[src/logic/aif_pkg.sv]
// Constants shared by the analog I/O fault reporter files
`default_nettype none
package aif_pkg;

    // ------------------------------------------------------------------
    // Register offsets (byte addresses)
    // ------------------------------------------------------------------
    localparam logic [7:0]  OFS_CTRL       = 8'h00;
    localparam logic [7:0]  OFS_IRQ_NUM    = 8'h04;
    localparam logic [7:0]  OFS_ERR_CODE   = 8'h08;
    localparam logic [7:0]  OFS_INT_STATUS = 8'h0c;
    localparam logic [7:0]  OFS_INT_MASK   = 8'h10;
    localparam logic [7:0]  OFS_LIVE       = 8'h14;

    // ------------------------------------------------------------------
    // Field positions
    // ------------------------------------------------------------------
    localparam int          NUM_CH         = 4;
    localparam int          POS_DET_EN     = 0;
    localparam int          POS_ALARM_SEL  = 4;
    localparam int          POS_CH_IRQ_EN  = 8;
    localparam int          POS_WARN_LED   = 12;
    localparam int          CTRL_WIDTH     = 13;
    localparam int          NUM_EVENTS     = 7;
    localparam int          IRQ_NUM_WIDTH  = 8;

    // ------------------------------------------------------------------
    // Reset values
    // ------------------------------------------------------------------
    localparam logic [12:0] CTRL_RESET     = 13'h10ff;
    localparam logic [7:0]  IRQ_NUM_RESET  = 8'h28;
    localparam logic [6:0]  MASK_RESET     = 7'h00;

    // ------------------------------------------------------------------
    // Error codes
    // ------------------------------------------------------------------
    localparam logic [15:0] CODE_NONE      = 16'h0000;
    localparam logic [15:0] CODE_HW_FAIL   = 16'ha600;
    localparam logic [15:0] CODE_SUPPLY    = 16'ha601;
    localparam logic [15:0] CODE_CAL_BAD   = 16'ha603;
    localparam logic [15:0] CODE_CH_ALARM  = 16'ha400;
    localparam logic [15:0] CODE_CH_WBLINK = 16'ha000;
    localparam logic [15:0] CODE_CH_WOFF   = 16'ha800;

    // ------------------------------------------------------------------
    // Timing
    // ------------------------------------------------------------------
    localparam int          CLK_MHZ        = 200;
    localparam int          BLINK_HALF_MS  = 500;
    localparam int unsigned BLINK_HALF_CYC = BLINK_HALF_MS * CLK_MHZ * 1000;

endpackage
`default_nettype wire

[src/logic/aif_blink.sv]
// Free-running square wave that paces the blinking error indicator
`timescale 1ns/10ps
`default_nettype none
module aif_blink #(
    parameter int unsigned HALF_CYC = aif_pkg::BLINK_HALF_CYC
) (
    input  wire logic clk,
    input  wire logic rst_n,
    output logic      blink
);
    if (HALF_CYC < 1) begin : g_chk
        $error("aif_blink: HALF_CYC must be at least 1");
    end

    logic [31:0] cnt;
    wire         wrap     = (cnt == 32'(HALF_CYC - 1));
    wire  [31:0] next_cnt = wrap ? 32'h0000_0000 : cnt + 32'h0000_0001;

    always_ff @(posedge clk) begin
        if (!rst_n) begin
            cnt   <= 32'h0000_0000;
            blink <= 1'b0;
        end else begin
            cnt   <= next_cnt;
            blink <= wrap ? ~blink : blink;
        end
    end
endmodule
`default_nettype wire

[src/logic/aif_fault_reporter.sv]
// Fault and status reporter of the four-input analog I/O module
// Notes on behaviour
// [RQ1] Hardware, supply and calibration faults each have a code; run LED off, error LED on.
// [RQ2] Alarm-channel over-range gives alarm base plus index; run LED off, error LED on.
// [RQ3] Blinking-kind warning gives its base plus index; run LED on, error LED blinking.
// [RQ4] Quiet-kind warning gives its base plus index; run LED on, error LED off.
// [RQ5] Each channel has its own interrupt number, reset to 40, raised on an out-of-range event.
// [RQ6] Each channel has a detect enable and an alarm/warning selector, reset on and alarm.
// [RQ7] A channel's over-range interrupt enable, reset off, gates its interrupt request.
// [RQ8] The warning LED setting, reset set, selects blinking over quiet warning codes.
`timescale 1ns/10ps
`default_nettype none
module aif_fault_reporter #(
    parameter int unsigned BLINK_HALF_CYC = aif_pkg::BLINK_HALF_CYC
) (
    input  wire logic        clk,
    input  wire logic        rst_n,
    input  wire logic [7:0]  bus_addr,
    input  wire logic [31:0] bus_wdata,
    input  wire logic        bus_wr,
    input  wire logic        bus_rd,
    output logic      [31:0] bus_rdata,
    input  wire logic        fault_hw,
    input  wire logic        fault_supply,
    input  wire logic        fault_cal,
    input  wire logic [3:0]  over_range,
    output logic             run_led,
    output logic             err_led,
    output logic      [15:0] err_code,
    output logic             irq,
    output logic             chan_int_req,
    output logic      [7:0]  chan_int_num
);
    if (BLINK_HALF_CYC < 1) begin : g_chk
        $error("aif_fault_reporter: BLINK_HALF_CYC must be at least 1");
    end

    // ------------------------------------------------------------------
    // Helpers
    // ------------------------------------------------------------------
    function automatic logic [1:0] low_index(input logic [3:0] v);
        logic [1:0] idx;
        idx = 2'd0;
        for (int i = 3; i >= 0; i--) begin
            if (v[i]) begin
                idx = 2'(i);
            end
        end
        return idx;
    endfunction

    function automatic logic [15:0] chan_code(input logic [15:0] base, input logic [1:0] idx);
        return base + {14'h0000, idx};
    endfunction

    // ------------------------------------------------------------------
    // Input synchronisers and event edges
    // ------------------------------------------------------------------
    // Fault and range flags arrive from pins and the converter front end,
    // so all of them pass two flip-flops before any decision looks at them.
    logic [6:0] sync_a;
    logic [6:0] sync_b;
    logic [6:0] sync_d;
    wire  [6:0] raw_in = {over_range, fault_cal, fault_supply, fault_hw};

    // ------------------------------------------------------------------
    // Registers
    // ------------------------------------------------------------------
    logic [12:0] ctrl;
    logic [31:0] irq_num;
    logic [6:0]  int_status;
    logic [6:0]  int_mask;
    logic [3:0]  pend;
    logic        blink;

    wire [3:0] det_en    = ctrl[aif_pkg::POS_DET_EN    +: aif_pkg::NUM_CH];
    wire [3:0] alarm_sel = ctrl[aif_pkg::POS_ALARM_SEL +: aif_pkg::NUM_CH];
    wire [3:0] ch_irq_en = ctrl[aif_pkg::POS_CH_IRQ_EN +: aif_pkg::NUM_CH];
    wire       warn_led  = ctrl[aif_pkg::POS_WARN_LED];

    wire       f_hw      = sync_b[0];
    wire       f_supply  = sync_b[1];
    wire       f_cal     = sync_b[2];
    wire [3:0] ch_over   = sync_b[6:3];
    wire       any_mod   = f_hw | f_supply | f_cal;

    wire [3:0] ch_det    = ch_over & det_en;                  // see [RQ6]
    wire [3:0] alarm_v   = ch_det & alarm_sel;                // see [RQ6]
    wire [3:0] warn_v    = ch_det & ~alarm_sel;
    wire [3:0] ch_rise   = ch_det & ~(sync_d[6:3] & det_en);
    wire [6:0] events    = {ch_rise, sync_b[2:0] & ~sync_d[2:0]};
    wire [3:0] new_int   = ch_rise & ch_irq_en;               // see [RQ7]

    // ------------------------------------------------------------------
    // Code and indicator selection
    // ------------------------------------------------------------------
    wire [15:0] warn_base = warn_led ? aif_pkg::CODE_CH_WBLINK        // see [RQ8]
                                     : aif_pkg::CODE_CH_WOFF;
    wire [15:0] warn_code = chan_code(warn_base, low_index(warn_v));  // see [RQ3] [RQ4]
    wire [15:0] alarm_code = chan_code(aif_pkg::CODE_CH_ALARM, low_index(alarm_v)); // see [RQ2]
    wire [15:0] next_err_code =
        f_hw       ? aif_pkg::CODE_HW_FAIL :                  // see [RQ1]
        f_supply   ? aif_pkg::CODE_SUPPLY  :
        f_cal      ? aif_pkg::CODE_CAL_BAD :
        |alarm_v   ? alarm_code            :
        |warn_v    ? warn_code             : aif_pkg::CODE_NONE;
    wire alarm_any   = any_mod | (|alarm_v);
    wire next_run    = ~alarm_any;                            // see [RQ1] [RQ2]
    wire next_err    = alarm_any | ((|warn_v) & warn_led & blink); // see [RQ3] [RQ4]

    // ------------------------------------------------------------------
    // Channel interrupt requests toward the controller
    // ------------------------------------------------------------------
    // One request per cycle; simultaneous events wait in pend so none is lost.
    wire [1:0] grant_idx = low_index(pend);
    wire [3:0] grant     = (|pend) ? (4'h1 << grant_idx) : 4'h0;
    wire [3:0] next_pend = (pend & ~grant) | new_int;         // see [RQ5] [RQ7]
    wire [7:0] next_num  = irq_num[grant_idx * aif_pkg::IRQ_NUM_WIDTH +: aif_pkg::IRQ_NUM_WIDTH];

    // ------------------------------------------------------------------
    // Register bus decode
    // ------------------------------------------------------------------
    wire wr_ctrl  = bus_wr && (bus_addr == aif_pkg::OFS_CTRL);
    wire wr_num   = bus_wr && (bus_addr == aif_pkg::OFS_IRQ_NUM);
    wire wr_stat  = bus_wr && (bus_addr == aif_pkg::OFS_INT_STATUS);
    wire wr_mask  = bus_wr && (bus_addr == aif_pkg::OFS_INT_MASK);
    wire [6:0] w1c = wr_stat ? bus_wdata[6:0] : 7'h00;
    // Hardware set beats the software clear in the same cycle.
    wire [6:0] next_status = (int_status & ~w1c) | events;

    wire [31:0] rd_mux =
        (bus_addr == aif_pkg::OFS_CTRL)       ? {19'h00000, ctrl} :
        (bus_addr == aif_pkg::OFS_IRQ_NUM)    ? irq_num :
        (bus_addr == aif_pkg::OFS_ERR_CODE)   ? {16'h0000, err_code} :
        (bus_addr == aif_pkg::OFS_INT_STATUS) ? {25'h0000000, int_status} :
        (bus_addr == aif_pkg::OFS_INT_MASK)   ? {25'h0000000, int_mask} :
        (bus_addr == aif_pkg::OFS_LIVE)       ? {25'h0000000, sync_b} : 32'h0000_0000;
    wire [31:0] next_rdata = bus_rd ? rd_mux : 32'h0000_0000;

    assign irq = |(int_status & int_mask);

    aif_blink #(
        .HALF_CYC (BLINK_HALF_CYC)
    ) u_blink (
        .clk      (clk),
        .rst_n    (rst_n),
        .blink    (blink)
    );

    // ------------------------------------------------------------------
    // State
    // ------------------------------------------------------------------
    always_ff @(posedge clk) begin
        if (!rst_n) begin
            sync_a <= 7'h00;
            sync_b <= 7'h00;
            sync_d <= 7'h00;
        end else begin
            sync_a <= raw_in;
            sync_b <= sync_a;
            sync_d <= sync_b;
        end
    end

    always_ff @(posedge clk) begin
        if (!rst_n) begin
            ctrl       <= aif_pkg::CTRL_RESET;                 // see [RQ6] [RQ7] [RQ8]
            irq_num    <= {4{aif_pkg::IRQ_NUM_RESET}};         // see [RQ5]
            int_status <= 7'h00;
            int_mask   <= aif_pkg::MASK_RESET;
            bus_rdata  <= 32'h0000_0000;
        end else begin
            ctrl       <= wr_ctrl ? bus_wdata[12:0] : ctrl;
            irq_num    <= wr_num ? bus_wdata : irq_num;
            int_status <= next_status;
            int_mask   <= wr_mask ? bus_wdata[6:0] : int_mask;
            bus_rdata  <= next_rdata;
        end
    end

    always_ff @(posedge clk) begin
        if (!rst_n) begin
            err_code     <= aif_pkg::CODE_NONE;
            run_led      <= 1'b1;
            err_led      <= 1'b0;
            pend         <= 4'h0;
            chan_int_req <= 1'b0;
            chan_int_num <= 8'h00;
        end else begin
            err_code     <= next_err_code;
            run_led      <= next_run;
            err_led      <= next_err;
            pend         <= next_pend;
            chan_int_req <= |pend;                             // see [RQ5]
            chan_int_num <= (|pend) ? next_num : 8'h00;
        end
    end

    // ------------------------------------------------------------------
    // Assertions
    // ------------------------------------------------------------------
    AST_HW_CODE: assert property (@(posedge clk) disable iff (!rst_n) // see [RQ1]
        f_hw |=> (err_code == 16'ha600) && !run_led && err_led)
        else $error("hardware failure code or LEDs wrong");

    AST_CAL_CODE: assert property (@(posedge clk) disable iff (!rst_n) // see [RQ1]
        (f_cal && !f_hw && !f_supply) |=> (err_code == 16'ha603) && !run_led)
        else $error("calibration fault code wrong");

    AST_ALARM_CHAN: assert property (@(posedge clk) disable iff (!rst_n) // see [RQ2]
        (!any_mod && alarm_v[2] && alarm_v[1:0] == 2'b00)
        |=> (err_code == 16'ha402) && !run_led && err_led)
        else $error("channel alarm code or LEDs wrong");

    AST_WARN_BLINK: assert property (@(posedge clk) disable iff (!rst_n) // see [RQ3]
        (!any_mod && alarm_v == 4'h0 && warn_v[1] && !warn_v[0] && warn_led)
        |=> (err_code == 16'ha001) && run_led && (err_led == $past(blink)))
        else $error("blinking warning code or LEDs wrong");

    AST_WARN_OFF: assert property (@(posedge clk) disable iff (!rst_n) // see [RQ4] [RQ8]
        (!any_mod && alarm_v == 4'h0 && warn_v[3] && warn_v[2:0] == 3'h0 && !warn_led)
        |=> (err_code == 16'ha803) && run_led && !err_led)
        else $error("quiet warning code or LEDs wrong");

    AST_NUM_RESET: assert property (@(posedge clk) // see [RQ5]
        !rst_n |=> (irq_num == 32'h2828_2828) && (ctrl == 13'h10ff))
        else $error("interrupt numbers or control not at reset values");

    AST_INT_RAISED: assert property (@(posedge clk) disable iff (!rst_n) // see [RQ5]
        |new_int |-> ##[1:5] chan_int_req)
        else $error("channel interrupt not raised");

    AST_DET_OFF: assert property (@(posedge clk) disable iff (!rst_n) // see [RQ6]
        ((ch_over & det_en) == 4'h0 && !any_mod)
        |=> (err_code == 16'h0000) && run_led && !err_led)
        else $error("disabled detection still reports");

    AST_IRQ_GATE: assert property (@(posedge clk) disable iff (!rst_n) // see [RQ7]
        ((ch_rise & ~ch_irq_en) != 4'h0 && (ch_rise & ch_irq_en) == 4'h0 && pend == 4'h0)
        |=> ##1 !chan_int_req)
        else $error("channel interrupt raised while disabled");

    AST_RDATA_ONCE: assert property (@(posedge clk) disable iff (!rst_n)
        !$past(bus_rd) |-> (bus_rdata == 32'h0000_0000))
        else $error("read data present without a read");

    COV_HW:     cover property (@(posedge clk) disable iff (!rst_n) err_code == 16'ha600);
    COV_ALARM:  cover property (@(posedge clk) disable iff (!rst_n) err_code[15:8] == 8'ha4);
    COV_WBLINK: cover property (@(posedge clk) disable iff (!rst_n)
        err_code[15:8] == 8'ha0 && err_led);
    COV_INT:    cover property (@(posedge clk) disable iff (!rst_n) chan_int_req ##1 chan_int_req);
endmodule
`default_nettype wire

[config.mk]
export PLATFORM = sky130hd
export DESIGN_NAME = aif_fault_reporter
export DESIGN_NICKNAME = d
export VERILOG_FILES = /design/src/logic/aif_pkg.sv /design/src/logic/aif_blink.sv /design/src/logic/aif_fault_reporter.sv
export SDC_FILE = /design/constraint.sdc
export NUM_CORES = 1
export LEC_CHECK = 0
export BUFFER_PORTS_ARGS = -buffer_cell sky130_fd_sc_hd__buf_2
export CAP_MARGIN = 20
export CORE_ASPECT_RATIO = 1.75
export CORE_MARGIN = 5
export CORE_UTILIZATION = 63
export CTS_BUF_LIST = sky130_fd_sc_hd__clkbuf_4
export CTS_CLUSTER_DIAMETER = 200
export DETAILED_ROUTE_END_ITERATION = 10
export PLACE_DENSITY_LB_ADDON = 0.05
export SYNTH_ARGS = -nofsm -noshare
export SYNTH_HDL_FRONTEND = slang
export SYNTH_SLANG_ARGS = --single-unit
[constraint.sdc]
create_clock -name clk -period 3.1 [get_ports clk]
set_input_delay 0.465 -clock clk [delete_from_list [all_inputs] [get_ports clk]]
set_output_delay 0.465 -clock clk [all_outputs]
set_load 0.01 [all_outputs]
# --- After elaboration in Yosys (flattened, before gate mapping) ---
# Cells that the tools add are included.
totals:
  out_inout_bits: 60
  in_bits: 51
  reg_bits: 176
  elab_cells: 100
op_classes:
  shifts: 2
  n_bitwise: 27
  n_reduce_logical: 16
  n_addsub: 3
  eq_ne: 6
  muxes: 26
op_table:
  columns: ["op", "n"]
  rows:
  - ["$mux W16", 6]
  - ["$add A32 B1 Y32 const B", 1]
  - ["$eq A32 B27 Y1 const B", 1]
  - ["$mux W32", 1]
  - ["$shiftx A32 B6 Y8", 1]
  - ["$and A4 B4 Y4", 7]
  - ["$mux W7", 4]
  - ["$mux W2", 12]
  - ["$add A16 B2 Y16", 1]
  - ["$add A16 B2 Y16 const A", 1]
  - ["$eq A8 B4 Y1 const B", 2]
  - ["$eq A8 B5 Y1 const B", 2]
  - ["$reduce_or A4 Y1", 4]
  - ["$and A7 B7 Y7", 2]
  - ["$mux W13", 1]
  - ["$mux W12", 1]
  - ["$not A4 Y4", 3]
  - ["$eq A8 B3 Y1 const B", 1]
  - ["$logic_not A8 Y1", 1]
  - ["$not A7 Y7", 1]
  - ["$or A7 B7 Y7", 1]
  - ["$reduce_or A7 Y1", 1]
  - ["$reduce_or A3 Y1", 2]
  - ["$logic_and A1 B1 Y1", 4]
  - ["other kinds (10)", 19]

# --- Longest topological paths before layout ---
# Gate-level depths: netlist of run 1.
depth:
  word_depth: 12
  depth_mapped: 7
  mapped_depth_nobuf: 5

# --- By module ---
# Synthesis of run 1 repeated with hierarchy kept, for this count alone.
hier_totals:
  cells_unflattened: 747
  hier_area_um2: 6726.5
modules_own_cells:
  columns: ["mod", "n_inst", "seq_area_each_um2", "area_each_um2", "cells_per_inst"]
  rows:
  - ["aif_fault_reporter", 1, 2662.6, 5119.9, 568]
  - ["aif_blink", 1, 660.6, 1606.5, 179]

# --- Least setup slack after synthesis of run 1 ---
# OpenSTA, ideal clock, no wires.
synth_timing:
  path_type: "reg2reg"
  start: "register u_blink.cnt[0]"
  end: "register u_blink.cnt[3]"
  period_less_slack_ps: 1935
  setup_ps: 117
  path_buffers: 1
  required_ps: 2983
  setup_slack_ps: 1165
  stages_incl_launch_ff: 7
  arrival_time_ps: 1818
  cell_sequence: "dfxtp_1 ha_1 and4_1 nand3_2 o41ai_4 buf_2 nor2_1"
synth_via:
  elab_chain_len: 2
  word_cells_on_any_way: 3
  cone_classes: "1 x add/sub; 1 x eq/ne; 1 x reduce/logical"
synth_rtl:
  columns: ["item", "line", "text"]
  rows:
  - ["start: declaration", "aif_blink.sv:15", "logic [31:0] cnt;"]
  - ["start signal: assignment", "aif_blink.sv:24", "cnt <= next_cnt;"]
  - ["branches (longest 2 deep; another with $add A32 B1 Y32)", null, null]
# Several ways; the timed one is not identified.
# A chain may end at the register's enable or synchronous reset.

# --- Final worst setup path of run 1 ---
layout_timing:
  start: "register u_blink.cnt[8]"
  end: "register u_blink.cnt[21]"
# The elaborated chain is that of the path after synthesis.

==> results.yml, run 1 <==
clocking:
  cts_resized: 0
  cts_tree: "done"
  clockBufferDepth: 2
  root_buffer: "clkbuf_4"
  cts.clk_slew.worst_paths_ps: 140
  h-tree-depth: 4
  cts_setup_buffers: 0
  cts.sinks: 166
  clock_latency_ps: 570
  cts_buffers: 17
  cts_hold_buf: 0
pwr:
  peakVddDrop_mv: 0.334
  p_int_uw: 2660
  p_total_uw: 3600
  power_frac_clock: 0.341
  p_sw_frac: 0.261
  leakagePower_uw: 0.00297
  switchingPower_uw: 937
  comb_power_share: 0.050
  powerDensity_nw_per_um2: 481
  p_seq_frac: 0.608
sta:
  final_hold_viol_count: 0
  timing.final.crit_share: 0.727
  setup_viol: 0
  worst_clock_skew_ps: 24.9
  slew-limit-headroom: 0.336
  rsz0062_at_grt: "no"
  finalMaxSlewViolations: 0
  fin_crit_ps: 2260
  worst_slew_pin_slew_ps: 993
  finalSetupTns_ps: 0
  max_freq_ghz: 0.443
min_path:
  hold_path_class: "input pin to flop"
logic_synthesis:
  yosysSeqAreaShare: 0.496
  synth.largest_area_cell: "dfxtp_1"
  async_flop_share: 0
  synth_top_area_share: 0.496
  synth_area_leaders: "dfxtp_1, nand2_1, a21oi_1"
  syn-cell-area_um2: 6700
  yosysWarningCount: 0
  syn_inst: 763
  synth_edf_count: 0
  ys_ff_latch: 166
  synthFlopType: "dfxtp_1"
  synth.distinct_cells: 66
  syn_avg_cell_area_um2: 8.78
final_layout:
  fin_cells: 986
  layout_common_cells: "dfxtp_1, nand2_1, buf_2, a21oi_1, nand3_1"
  drive_gt1_frac: 0.181
  nets: 897
  layout_commonest_cell: "dfxtp_1"
  synthToLayoutAreaGrowth_pct: 11.7
grt:
  grt_pass1_wl_um: 29500
  grt_usage: 0.291
  grt_pass1_vias: 6022
  antenna_found_initial: 1
  grt_overflow: 0
  grt_max_degree: 42
route:
  wl_per_cell_um: 18.4
  firstDrtPassIters: 6
  first_iter_violations: 718
  vias: 6058
  ant_nets: 0
  drc: 0
  wirelength_um: 18100
  viasPerCell: 6.14
run:
  max_cap_violations: 0
worst_setup_path:
  crit_type: "flop to flop"
  cp-start-kind: "flop"
  required_ps: 3600
  critPathMaxFanout: 32
  cp.arrival_ps: 2760
  endpoint_kind: "flop"
die:
  initial_core_util: 0.647
  die_w_um: 88.0
  die_area_um2: 12900
  die_h_um: 146
  boundaryPins: 111
  fp-row-count: 49
  core_area_um2: 10400
placed_design:
  dpl.hpwl_um: 13100
  place_inst: 953
  gp_congestion: 0.932
  port_buffers: 101
run_status:
  status: "complete, no violations"
routing by layer:
layer  track usage  up-vias  part of all wire
met1         0.309     2857              0.35
met4         0.131        0             0.035
met3        0.0603       52             0.065
li1              -     2898                 -
met5             0        -                 0
met2         0.532      251              0.55
final timing paths:
| kind | slack [ps] | to | depth (start not counted) | start |
|---|---|---|---|---|
| hold / removal | 100 | sync_a[2] | 2 | fault_cal |
| hold reg to reg | 450 | sync_b[5] | 1 | sync_a[5] |
| setup reg to reg | 840 | u_blink.cnt[21] | 4 | u_blink.cnt[8] |
| setup / recovery | 840 | u_blink.cnt[21] | 4 | u_blink.cnt[8] |
layout make-up:
| cell class | count | area, um^2 |
|---|---|---|
| clock buffer | 18 | 135 |
| sequential | 166 | 3320 |
| fill | 858 | 2880 |
| tap | 127 | 159 |
| clock inverter | 14 | 144 |
| antenna | 1 | 2.50 |
| timing repair buffer | 112 | 588 |
| inverter | 13 | 48.8 |
| multi-input combinational | 535 | 3080 |
cells in the mapped netlist, types with 14 or more instances:
| master | n |
|---|---|
| dfxtp_1 | 166 |
| nand2_1 | 120 |
| a21oi_1 | 76 |
| nand3_1 | 54 |
| nor2_1 | 36 |
| clkbuf_1 | 31 |
| and2_1 | 29 |
| and3_1 | 22 |
| or4_1 | 20 |
| a222oi_1 | 17 |
| o31ai_1 | 16 |
| nand4_1 | 14 |
logic make-up after synthesis:
family / count (synthesis) / synth area share
buf+inv: 70 / 0.0495
flops: 166 / 0.496
mux: 1 / 0.00149
other cells: 1 / 0.000560
xor+xnor: 11 / 0.0144
fa+ha+maj: 1 / 0.00187
compound gates: 165 / 0.163
simple gates: 348 / 0.273
worst max-delay path: stages, from the launching register on:
cell and delay (ps):
dfxtp_1 480, nand4_1 210, or3_1 730, or4_1 610, a21oi_1 160
registers in the layout (all words and copies together) (netlist names):
signal	flops
u_blink.blink	1
int_mask	7
chan_int_num	8
err_led	1
run_led	1
bus_rdata	32
pend	4
sync_a	7
sync_b	7
sync_d	7
err_code	6
int_status	7
chan_int_req	1
u_blink.cnt	32
ctrl	13
irq_num	32
per-stage QoR:
stage | util | setup slack [ps] | hold slack, ps | instance area, um^2
2_1_floorplan | - | 1160 | 412 | 6730
3_5_place_dp | 0.695 | 831 | 422 | 7200
5_1_grt | 0.722 | 617 | 78.1 | 7480
4_1_cts | 0.722 | 836 | 62.3 | 7480
3_3_place_gp | 0.695 | 859 | 413 | 7200
6_report | 0.722 | 845 | 95.4 | 7480
power groups by stage:
stage	combinational, uW	clock [uW]	sequential (uW)
detailed placement	178	0	2230
floorplan	103	0	2230
finish	181	1230	2190
global placement	175	0	2230
global route	198	1340	2190
CTS	179	1240	2190
No activity file was read; power rests on OpenSTA's default activity.
==> inputs of run 2 (changes only) <==
--- a/config.mk
+++ b/config.mk
@@ -5,11 +5,12 @@
 export SDC_FILE = /design/constraint.sdc
 export NUM_CORES = 1
 export LEC_CHECK = 0
+export ABC_AREA = 1
 export BUFFER_PORTS_ARGS = -buffer_cell sky130_fd_sc_hd__buf_2
 export CAP_MARGIN = 20
 export CORE_ASPECT_RATIO = 1.75
 export CORE_MARGIN = 5
-export CORE_UTILIZATION = 63
+export CORE_UTILIZATION = 59
 export CTS_BUF_LIST = sky130_fd_sc_hd__clkbuf_4
 export CTS_CLUSTER_DIAMETER = 200
 export DETAILED_ROUTE_END_ITERATION = 10
==> constraint.sdc (replaced) <==
create_clock -name clk -period 2.35 [get_ports clk]
set_input_delay 0.3525 -clock clk [delete_from_list [all_inputs] [get_ports clk]]
set_output_delay 0.3525 -clock clk [all_outputs]
set_load 0.01 [all_outputs]
==> run 2 against run 1 <==
Against the previous run:
- flip-flop and latch count did not move
- design area rose by 8.9%
- cell count is 29% higher
- critical path type is now flop to primary output
==> results.yml, run 2 <==
run_status:
  status: "complete, no violations"
pwr:
  powerDensity_nw_per_um2: 590
  leakagePower_uw: 0.00353
  peakVddDrop_mv: 0.343
run:
  max_cap_violations: 0
logic_synthesis:
  yosysSeqAreaShare: 0.459
  synthFlopType: "dfxtp_1"
  ys_ff_latch: 166
  syn-cell-area_um2: 7240
  synth_most_common_cell: "nand2_1"
  synth_edf_count: 0
  synth.distinct_cells: 38
  syn_inst: 986
  synth_area_leaders: "dfxtp_1, nand2_1, nor2_1"
  syn_avg_cell_area_um2: 7.34
  synth_commonest_cells: "nand2_1, dfxtp_1, nor2_1"
  yosysWarningCount: 0
  synth_top_area_share: 0.459
  async_flop_share: 0
  synth.largest_area_cell: "dfxtp_1"
sta:
  final_hold_viol_count: 0
  fin_ws_ps: 472
  finalSetupTns_ps: 0
  setup_viol: 0
  rsz0062_at_grt: "no"
  fin_crit_ps: 1880
  max_freq_ghz: 0.532
  finalMaxSlewViolations: 0
  timing.final.crit_share: 0.799
  timing.hold.ws_ps: 58.4
  worst_clock_skew_ps: 24.0
worst_setup_path:
  cp-start-kind: "flop"
  required_ps: 2000
  slowest_stage: "dfxtp_1"
  endpoint_kind: "primary output"
  regToRegStartpoint: "u_blink.cnt[0]"
  cp_slowest_stage_delay_ps: 360
  cp.arrival_ps: 1530
  critPathMaxFanout: 3
  worstPathCellList: "nand2_1, nand2_1, a221oi_1, nand4_1, buf_2"
  crit_type: "flop to primary output"
  crit_top_cell: "nand2_1"
  worst-r2r-cell-count: 8
  setup.worst_path.start: "int_status[6]"
final_layout:
  stdcell_area_um2: 8150
  fin_util: 0.679
  fillerInstances: 1105
  synthToLayoutAreaGrowth_pct: 12.6
  nets: 1148
  top_regs: "bus_rdata x32, irq_num x32, u_blink.cnt x32"
  layout_common_cells: "nand2_1, dfxtp_1, nor2_1, inv_1, buf_2"
  layout_commonest_cell: "nand2_1"
  drive_gt1_frac: 0.183
  multi_input_comb_area_um2: 3200
  register_area_um2: 3320
route:
  wirelength_um: 19300
  drc: 0
  firstDrtPassIters: 5
  first_iter_violations: 278
  viasPerCell: 5.12
  vias: 6519
  wl_per_cell_um: 15.2
  ant_nets: 0
die:
  die_h_um: 157
  core_area_um2: 12000
  boundaryPins: 111
  initial_core_util: 0.603
  die_area_um2: 14700
  fp-row-count: 53
  die_w_um: 93.7
clocking:
  cts.clk_slew.worst_paths_ps: 130
  clockBufferDepth: 2
  root_buffer: "clkbuf_4"
  h-tree-depth: 4
  clock_latency_ps: 550
  cts_setup_buffers: 0
  cts_tree: "done"
  cts.sinks: 166
  cts_buffers: 17
min_path:
  hold_path_class: "input pin to flop"
  hp-start: "bus_wdata[11]"
  whs_path_depth: 3
placed_design:
  dpl.hpwl_um: 15200
  post-place-ws_ps: 512
  placed_area_um2: 7740
  port_buffers: 101
  gp_congestion: 0.959
grt:
  grt_max_degree: 52
  grt_pass1_wl_um: 30600
  grt_usage: 0.273
  grt_pass1_vias: 6317
  grt_overflow: 0
  antenna_found_initial: 1
run 2: what timing repair did:
item                                    in CTS  in global routing
hold endpoints to repair                    12                  0
endpoints found under the setup margin       0                  0
resized for setup                            0                  0
hold buffers                                12                  0
run 2: final cells by class:
| cell class | instances | share of cell area |
|---|---|---|
| clock inverter | 13 | 0.0181 |
| tap | 165 | 0.0253 |
| inverter | 127 | 0.0588 |
| multi-input combinational | 667 | 0.393 |
| clock buffer | 18 | 0.0166 |
| sequential | 166 | 0.408 |
| timing repair buffer | 117 | 0.0804 |
| antenna | 1 | 0.000307 |
run 2: logic make-up after synthesis:
logic type | Yosys count | synth area share
adders and majority gates | 1 | 0.00173
xor gates and xnor gates | 8 | 0.00968
other | 1 | 0.000518
DFF | 166 | 0.459
AOI/OAI and AO/OA | 150 | 0.115
buffers and inverters | 161 | 0.103
and+or+nand+nor | 499 | 0.311
run 2: critical path, delay by kind of cell (launching register included):
family	cells	cell delay (ps)
flops	1	360
simple gates	3	270
compound gates	1	200
buf+inv	1	170
run 2: stage by stage:
stage                     power (uW)  instances
after global placement          3190       1230
final                           4810       1274
after floorplan                 3100        994
after CTS                       4860       1273
after detailed placement        3190       1230
after global routing            5020       1274
run 2: path summary, 6_finish.rpt:
kind                           to  slack [ps]
setup / recovery              irq         470
hold / removal        irq_num[11]          60
setup reg to reg  u_blink.cnt[20]         600
hold reg to reg         sync_b[4]         430
run 2: report_power, final:
group,switching [uW],internal [uW]
combinational,170,95.0
clock,1010,653
sequential,27.0,2850
total,1200,3600
run 2: per-layer routing:
layer / wire (um) / share of wire / vias up / track usage
met5: 0 / 0 / - / 0
li1: - / - / 3305 / -
met3: 698 / 0.036 / 79 / 0.0404
met2: 10600 / 0.55 / 193 / 0.518
met4: 1620 / 0.084 / 0 / 0.216
met1: 6350 / 0.33 / 2942 / 0.249
